[src/verilog/tli_cfg.svh]
// Offsets, field positions, reset values and counts of the interrupt handler
`ifndef TLI_CFG_SVH
`define TLI_CFG_SVH

// ****************************************
// Sources and vectors
// ****************************************
`define TLI_NUM_SRC      19
`define TLI_IDX_W        5
`define TLI_NUM_BASIC    7
`define TLI_NUM_EXT      12
`define TLI_VEC_BASE     16'h0003
`define TLI_VEC_SHIFT    3
`define TLI_HWCLR_MASK   19'h0000F

// ****************************************
// Register byte offsets
// ****************************************
`define TLI_OFS_PEND     8'h00
`define TLI_OFS_PENDCLR  8'h04
`define TLI_OFS_IEN      8'h08
`define TLI_OFS_IENX     8'h0C
`define TLI_OFS_PRIO     8'h10
`define TLI_OFS_PRIOX    8'h14
`define TLI_OFS_INSVC    8'h18
`define TLI_OFS_STAT     8'h1C
`define TLI_OFS_STATCLR  8'h20
`define TLI_OFS_STATEN   8'h24

// ****************************************
// Fields and reset values
// ****************************************
`define TLI_GIE_BIT      7
`define TLI_EV_VEC       0
`define TLI_EV_RET       1
`define TLI_NUM_EV       2
`define TLI_RST_IEN      8'h00
`define TLI_RST_IENX     12'h000
`define TLI_RST_PRIO     7'h00
`define TLI_RST_PRIOX    12'h000

`endif

[src/verilog/tli_pkg.sv]
// Types shared by the interrupt handler modules
`include "tli_cfg.svh"

package tli_pkg;
    typedef logic [`TLI_NUM_SRC-1:0] tli_src_type;
    typedef logic [`TLI_IDX_W-1:0]   tli_idx_type;
    typedef logic [15:0]             tli_vec_type;
    typedef logic [`TLI_NUM_EV-1:0]  tli_ev_type;
endpackage

[src/verilog/tli_handler.sv]
// Two-level interrupt handler with APB register file
//
// Contract
// - Source event sets its pending flag
// - Request needs pending, own enable, global enable
// - Finish instruction, then long call to vector
// - Return resumes the interrupted program
// - Flags set regardless; disabled flags ignored
// - Some flags auto-clear; software clears others
// - Still-pending flag re-enters after one instruction
// - Per-source enable in basic or extended register
// - Global enable bit 7 gates all sources
// - Disabled events stay pending until re-enabled
// - Software setting a flag acts as event
// - Per-source priority bit, resets to low
// - High preempts low; nothing preempts high
// - Higher level first, then fixed order
// - Requests sampled and decoded every cycle
// - Equal or lower waits past return plus one
`timescale 1ns/1ps
`default_nettype none
`include "tli_cfg.svh"

module tli_handler (
    input  wire logic                 pclk,
    input  wire logic                 presetn,
    input  wire logic                 psel,
    input  wire logic                 penable,
    input  wire logic                 pwrite,
    input  wire logic [7:0]           paddr,
    input  wire logic [31:0]          pwdata,
    output var  logic [31:0]          prdata,
    output var  logic                 pready,
    output var  logic                 pslverr,
    input  wire tli_pkg::tli_src_type src_event,
    input  wire logic                 cpu_instr_done,
    input  wire logic                 cpu_return_from_interrupt_instr_done,
    output var  logic                 cpu_irq_req,
    output var  logic                 long_call_go,
    output var  tli_pkg::tli_vec_type long_call_vector,
    output var  logic                 irq
);
    import tli_pkg::*;

    // ****************************************
    // State
    // ****************************************
    tli_src_type pend_q;
    tli_src_type pend_d;
    logic [7:0]  ien_q;
    logic [`TLI_NUM_EXT-1:0] ienx_q;
    logic [`TLI_NUM_BASIC-1:0] prio_q;
    logic [`TLI_NUM_EXT-1:0] priox_q;
    logic [1:0]  insvc_q;
    logic [1:0]  insvc_d;
    logic        block_q;
    logic        block_d;
    logic        win_valid_q;
    logic        win_hi_q;
    tli_idx_type win_idx_q;
    logic        go_q;
    tli_vec_type vec_q;
    tli_ev_type  stat_q;
    tli_ev_type  stat_d;
    tli_ev_type  staten_q;
    logic [31:0] rdata_q;
    logic        slverr_q;

    // ****************************************
    // APB decode
    // ****************************************
    wire logic setup_ph = psel & ~penable;
    wire logic wr_en    = psel & penable & pwrite;
    wire logic hit_pend    = (paddr == `TLI_OFS_PEND);
    wire logic hit_pendclr = (paddr == `TLI_OFS_PENDCLR);
    wire logic hit_ien     = (paddr == `TLI_OFS_IEN);
    wire logic hit_ienx    = (paddr == `TLI_OFS_IENX);
    wire logic hit_prio    = (paddr == `TLI_OFS_PRIO);
    wire logic hit_priox   = (paddr == `TLI_OFS_PRIOX);
    wire logic hit_insvc   = (paddr == `TLI_OFS_INSVC);
    wire logic hit_stat    = (paddr == `TLI_OFS_STAT);
    wire logic hit_statclr = (paddr == `TLI_OFS_STATCLR);
    wire logic hit_staten  = (paddr == `TLI_OFS_STATEN);
    wire logic hit_any = hit_pend | hit_pendclr | hit_ien
                       | hit_ienx | hit_prio | hit_priox
                       | hit_insvc | hit_stat | hit_statclr
                       | hit_staten;

    // Read mux; write-only clear registers read as zero
    wire logic [31:0] rd_mux =
          hit_pend   ? 32'(pend_q)
        : hit_ien    ? 32'(ien_q)
        : hit_ienx   ? 32'(ienx_q)
        : hit_prio   ? 32'(prio_q)
        : hit_priox  ? 32'(priox_q)
        : hit_insvc  ? 32'(insvc_q)
        : hit_stat   ? 32'(stat_q)
        : hit_staten ? 32'(staten_q)
        : 32'h00000000;

    // Data is captured in setup, so no wait states are needed
    assign pready  = 1'b1;
    assign prdata  = rdata_q;
    assign pslverr = slverr_q;

    // ****************************************
    // Enables, priorities and request qualification
    // ****************************************
    wire tli_src_type en_all =
        {ienx_q, ien_q[`TLI_NUM_BASIC-1:0]};
    wire tli_src_type hi_sel = {priox_q, prio_q};
    wire logic gie = ien_q[`TLI_GIE_BIT];

    // Pending flags stay latched when gated off
    wire tli_src_type req_all =
        pend_q & en_all & {`TLI_NUM_SRC{gie}};

    // A running high handler blocks all; a running low blocks low
    wire logic hi_ok = ~insvc_q[1];
    wire logic lo_ok = ~insvc_q[1] & ~insvc_q[0];

    wire tli_src_type req_hi = req_all & hi_sel & {`TLI_NUM_SRC{hi_ok}};
    wire tli_src_type req_lo = req_all & ~hi_sel & {`TLI_NUM_SRC{lo_ok}};

    logic        hi_valid;
    tli_idx_type hi_idx;
    logic        lo_valid;
    tli_idx_type lo_idx;

    tli_arbiter u_arb_hi (
        .req   (req_hi),
        .valid (hi_valid),
        .idx   (hi_idx)
    );

    tli_arbiter u_arb_lo (
        .req   (req_lo),
        .valid (lo_valid),
        .idx   (lo_idx)
    );

    // High level beats low; the arbiters apply the fixed order
    wire logic        win_valid = hi_valid | lo_valid;
    wire logic        win_hi    = hi_valid;
    wire tli_idx_type win_idx   = hi_valid ? hi_idx : lo_idx;

    // ****************************************
    // Vectoring and return
    // ****************************************
    // The go pulse cycle is excluded because the registered winner
    // is one cycle stale right after a take.
    wire logic take = cpu_instr_done & win_valid_q & ~block_q
                    & ~cpu_return_from_interrupt_instr_done & ~go_q;

    wire tli_vec_type vec_addr =
        `TLI_VEC_BASE + (tli_vec_type'(win_idx_q) << `TLI_VEC_SHIFT);

    function automatic tli_src_type idx_mask(input tli_idx_type i);
        idx_mask = tli_src_type'(1) << i;
    endfunction

    wire tli_src_type take_mask = idx_mask(win_idx_q);

    // Return clears the highest marker, the one that was running
    always_comb begin
        insvc_d = insvc_q;
        if (cpu_return_from_interrupt_instr_done) begin
            if (insvc_q[1]) begin
                insvc_d[1] = 1'b0;
            end else begin
                insvc_d[0] = 1'b0;
            end
        end else if (take) begin
            if (win_hi_q) begin
                insvc_d[1] = 1'b1;
            end else begin
                insvc_d[0] = 1'b1;
            end
        end
    end

    // After a return one further instruction must complete
    always_comb begin
        block_d = block_q;
        if (cpu_return_from_interrupt_instr_done) begin
            block_d = 1'b1;
        end else if (cpu_instr_done) begin
            block_d = 1'b0;
        end
    end

    // ****************************************
    // Pending flags
    // ****************************************
    wire tli_src_type sw_set =
        (wr_en & hit_pend) ? pwdata[`TLI_NUM_SRC-1:0] : '0;
    wire tli_src_type sw_clr =
        (wr_en & hit_pendclr) ? pwdata[`TLI_NUM_SRC-1:0] : '0;
    wire tli_src_type hw_clr =
        take ? (take_mask & `TLI_HWCLR_MASK) : '0;

    // Sets win over clears so no event is lost; no enable gating
    assign pend_d = (pend_q & ~sw_clr & ~hw_clr)
                  | src_event | sw_set;

    // ****************************************
    // Event status and interrupt line
    // ****************************************
    wire tli_ev_type ev_now = {cpu_return_from_interrupt_instr_done, take};
    wire tli_ev_type ev_clr =
        (wr_en & hit_statclr) ? pwdata[`TLI_NUM_EV-1:0] : '0;

    assign stat_d = (stat_q & ~ev_clr) | ev_now;
    assign irq    = |(stat_q & staten_q);

    // ****************************************
    // Outputs to the CPU
    // ****************************************
    assign cpu_irq_req      = win_valid_q & ~block_q;
    assign long_call_go     = go_q;
    assign long_call_vector = vec_q;

    // ****************************************
    // Registers
    // ****************************************
    always_ff @(posedge pclk or negedge presetn) begin
        if (!presetn) begin
            pend_q <= '0;
        end else begin
            pend_q <= pend_d;
        end
    end

    always_ff @(posedge pclk or negedge presetn) begin
        if (!presetn) begin
            ien_q   <= `TLI_RST_IEN;
            ienx_q  <= `TLI_RST_IENX;
            prio_q  <= `TLI_RST_PRIO;
            priox_q <= `TLI_RST_PRIOX;
        end else if (wr_en) begin
            if (hit_ien) begin
                ien_q <= pwdata[7:0];
            end
            if (hit_ienx) begin
                ienx_q <= pwdata[`TLI_NUM_EXT-1:0];
            end
            if (hit_prio) begin
                prio_q <= pwdata[`TLI_NUM_BASIC-1:0];
            end
            if (hit_priox) begin
                priox_q <= pwdata[`TLI_NUM_EXT-1:0];
            end
        end
    end

    // Winner registered every cycle: the detect cycle
    always_ff @(posedge pclk or negedge presetn) begin
        if (!presetn) begin
            win_valid_q <= 1'b0;
            win_hi_q    <= 1'b0;
            win_idx_q   <= '0;
        end else begin
            win_valid_q <= win_valid;
            win_hi_q    <= win_hi;
            win_idx_q   <= win_idx;
        end
    end

    always_ff @(posedge pclk or negedge presetn) begin
        if (!presetn) begin
            insvc_q <= 2'h0;
            block_q <= 1'b0;
        end else begin
            insvc_q <= insvc_d;
            block_q <= block_d;
        end
    end

    always_ff @(posedge pclk or negedge presetn) begin
        if (!presetn) begin
            go_q  <= 1'b0;
            vec_q <= 16'h0000;
        end else begin
            go_q <= take;
            if (take) begin
                vec_q <= vec_addr;
            end
        end
    end

    always_ff @(posedge pclk or negedge presetn) begin
        if (!presetn) begin
            stat_q   <= '0;
            staten_q <= '0;
        end else begin
            stat_q <= stat_d;
            if (wr_en & hit_staten) begin
                staten_q <= pwdata[`TLI_NUM_EV-1:0];
            end
        end
    end

    // Read data and error are settled before the access edge
    always_ff @(posedge pclk or negedge presetn) begin
        if (!presetn) begin
            rdata_q  <= 32'h00000000;
            slverr_q <= 1'b0;
        end else if (setup_ph) begin
            rdata_q  <= pwrite ? 32'h00000000 : rd_mux;
            slverr_q <= ~hit_any;
        end
    end
endmodule // tli_handler

`default_nettype wire

[src/verilog/tli_arbiter.sv]
// Fixed-order arbiter: lowest source number wins
`timescale 1ns/1ps
`default_nettype none
`include "tli_cfg.svh"

module tli_arbiter (
    input  wire tli_pkg::tli_src_type req,
    output var  logic                 valid,
    output var  tli_pkg::tli_idx_type idx
);
    import tli_pkg::*;

    // Scan from the top so the lowest set index is left standing
    always_comb begin
        valid = 1'b0;
        idx   = '0;
        for (int i = `TLI_NUM_SRC - 1; i >= 0; i--) begin
            if (req[i]) begin
                valid = 1'b1;
                idx   = tli_idx_type'(i);
            end
        end
    end
endmodule // tli_arbiter

`default_nettype wire

[config.mk]
export PLATFORM = sky130hd
export DESIGN_NAME = tli_handler
export DESIGN_NICKNAME = d
export VERILOG_FILES = /design/src/verilog/tli_pkg.sv /design/src/verilog/tli_handler.sv /design/src/verilog/tli_arbiter.sv
export VERILOG_INCLUDE_DIRS = /design/src /design/src/verilog
export SDC_FILE = /design/constraint.sdc
export NUM_CORES = 1
export LEC_CHECK = 0
export BUFFER_PORTS_ARGS = -buffer_cell sky130_fd_sc_hd__buf_2
export CORE_MARGIN = 4
export CORE_UTILIZATION = 59
export CTS_CLUSTER_SIZE = 28
export DETAILED_ROUTE_END_ITERATION = 12
export PLACE_DENSITY = 0.91
export RECOVER_POWER = 100
export SLEW_MARGIN = 20
export SYNTH_ARGS = -nofsm -noshare
export SYNTH_HDL_FRONTEND = slang
export SYNTH_SLANG_ARGS = --single-unit
export TNS_END_PERCENT = 30
[constraint.sdc]
create_clock -name pclk -period 3.46 [get_ports pclk]
set_clock_uncertainty 0.2 [all_clocks]
set_input_delay 0.173 -clock pclk [delete_from_list [all_inputs] [get_ports pclk]]
set_output_delay 0.173 -clock pclk [all_outputs]
set_load 0.01 [all_outputs]
==> impl_results.md <==
* Status: finished with violations
* Violated checks: capacitance limit, slew limit
* Worst vdd ir at around 0.00022 V
* Register-to-register setup slack at approximately 630 ps
* First-pass GRT wire length at 25.3 mm
* Max-slew headroom at -0.391
* Clk Latency, worst-skew pair at about 380 ps
* Via-to-Cell Ratio at around 6.6
* CTS tree: yes
* Initial Utilization at 0.607
* Initial antenna violation count at 0
* Vias in the first global route at about 5.0k
* RSZ-0062 raised after global routing: no
* Worst Path Max Fanout at 19
* Synthesized area at roughly 5300 um2
* Prevailing post-synth register cell: dfrtp_1
* Synth Area in Simple Gates at 0.190
* Fin Setup TNS at 0 ps
* Maximum clock rate at ~320 MHz
* Ant diodes at 0
* GRT overflow at 0
* WL/cell at 20.8 um
* Power Total at between 2000 and 2500 uW
* Post-synthesis xor/xnor area fraction at 0
* Num ports at approximately 120
* DP HPWL at 10.7 mm
* Clock-pin slew on the worst setup and hold paths at 90 ps
* Clk root buf: clkbuf_8
* Initial DRC Count at 828
* Die Area at ~11000 um2
* H-tree Lvls at 3
* Async SR Flop Fraction at 1.00
* Core area at 8760 um2
* Compound-cell area share of the yosys netlist at 0.182
* Final RePlAce weighted congestion at 1.15
* Final Hold Fails at 0
* Largest net degree at the start of global routing at 87
* Drt drc at 0
* Leak pwr at around 0.0028 uW
* Sequential fraction of the synthesis area at 0.466
* Pwr per Cell Area at 340 nW/um2
* Mux share of post-synthesis cell area at 0.105
* MaxCap Viol Count at 1
* Synth Register Bits at 99
* Setup violators final at 0
* Critical path startpoint category: primary input
* Post-layout instance count excluding filler cells at 775
* Placed Cells incl. Taps at approximately 700
* Worst Path Arrival at approximately 3200 ps
* Mean Syn Cell Area at 10.1 um2
* Synthesized instance count at roughly 530
* Min-delay worst type: primary input to flip-flop
* Max Buffers Root-to-Sink at 2
* Post-CTS Setup Bufs at 0
* Combinational family with the most area after synthesis: simple AND/OR/NAND/NOR gates
* DRT Pass-1 Iters at 6
* Final Core Density at 0.735
* Synth warnings at 0
* Filler cells at roughly 600
* Req. time, crit path at ~3600 ps
* Worst-Margin Slew at 2090 ps
* # nets final at around 730
* Total GRT Usage at 0.311
* Die X-Extent at 103 um
* Antenna-violating nets left at 0
* Area grow syn2layout at 21.2%
* Final wirelength at between 15 and 20 mm
* Commonest cells after routing, fill and taps aside: dfrtp_1 (99), nand2_1 (61), dlygate4sd3_1 (57), buf_2 (47), mux2_2 (44)
* Max-slew violations at a little under 90
* Critical path endpoint category: flip-flop
* Kind of critical path: primary input to flip-flop
* Chip height at approximately 100 um
* Setup ws final at about 380 ps
* Pre-CTS WS at 714 ps
* Commonest non-fill, non-tap cell in the layout: dfrtp_1
* Post-synth cell types at just over 60
* Port Buffer Count at 82
* # rows at 34
* Tmin final at between 3000 and 4000 ps
* Inserted Clock Buffers at 9
* Number of flops mapped to enable cells by yosys at 0
* Fin crit share at 0.891
* Clock sinks at a little under 100
* Layout cells sized above 1 at 0.181
* Area share of fa/ha/maj cells after synthesis at 0
* DR vias at 5095
## power breakdown
part	internal, uW	switching (uW)
Clock	431	407
Combinational	72.6	103
Sequential	1170	11.0
Total	1670	521
## metal layers
layer,routed length (um),part of all wire,global-route usage,vias to the layer above
met2,7520,0.47,0.502,385
met5,0,0,0,-
met1,5990,0.37,0.395,2405
li1,-,-,-,2201
met3,1700,0.11,0.0616,104
met4,932,0.058,0.168,0
## path summary, 6_finish.rpt
path / start / end / cells after the start
min reg2reg: prdata[0]$_DFFE_PN0P_ / prdata[0]$_DFFE_PN0P_ / 2
max in group asynchronous: presetn / prdata[11]$_DFFE_PN0P_ / 3
max reg2reg: insvc_q[1]$_DFFE_PN0P_ / win_idx_q[0]$_DFF_PN0_ / 6
max: paddr[2] / pend_q[3]$_DFF_PN0_ / 9
min: paddr[6] / pslverr$_DFFE_PN0P_ / 4
min in group asynchronous: presetn / insvc_q[0]$_DFFE_PN0P_ / 2
## cell type report
| class | instances | area [um2] | area share |
|---|---|---|---|
| repair buffers | 144 | 968 | 0.150 |
| clock buffers | 11 | 141 | 0.0219 |
| flip-flops and latches | 99 | 2480 | 0.384 |
| well taps | 108 | 135 | 0.0210 |
| multi-input cells | 400 | 2610 | 0.404 |
| inverters | 8 | 30.0 | 0.00466 |
| clock inverters | 5 | 85.1 | 0.0132 |
## synthesized netlist by cell type (4+ instances only)
cell type  count  area [um2]
dfrtp_1       99        2480
nand2_1       61         229
mux2_2        46         518
o21ai_0       37         185
buf_4         26         195
nor2_1        25        93.8
nand3_1       24         120
a21oi_1       16        80.1
a221o_1       15         150
nor3_1        15        75.1
a22o_1        10        87.6
clkbuf_1       9        33.8
and3_1         8        50.1
inv_1          8        30.0
nand2b_1       8        50.1
nand3b_1       7        52.6
nor4_1         7        43.8
a21o_1         6        45.0
a31oi_1        6        37.5
nor3b_1        6        45.0
a22oi_1        5        37.5
or2_2          5        31.3
a211oi_1       4        30.0
a222oi_1       4        40.0
mux2i_1        4        40.0
## metrics by stage
stage	hold slack (ps)	cell area (um2)
floorplan	-323	5390
global placement	166	5710
detailed placement	173	5710
CTS	52.9	6510
global route	89.9	6440
finish	64.8	6440
## logic make-up after synthesis
kind of cell    after synthesis
compound gates              135
buf+inv                      48
flops                        99
mux                          50
other cells                   2
simple gates                192
## sequential cells by signal, indices dropped and copies added, names as in the netlist
name              count
pend_q               19
prdata               19
ienx_q               12
priox_q              12
ien_q                 8
prio_q                7
long_call_vector      6
win_idx_q             5
insvc_q               2
stat_q                2
staten_q              2
block_q               1
long_call_go          1
pslverr               1
win_hi_q              1
win_valid_q           1
## worst max-delay path, stage by stage
cell and delay [ps]:
clkbuf_1 310, or4_1 700, nand2b_1 250, nor2_2 130, buf_4 290, a21oi_1 130, dlygate4sd3_1 580, nand2_1 70
dlygate4sd3_1 540
## timing repair
action / CTS / global route
resized for setup: 0 / 0
hold endpoints to repair: 150 / 0
hold buffers: 57 / 0
(Power assumes the default switching activity.)
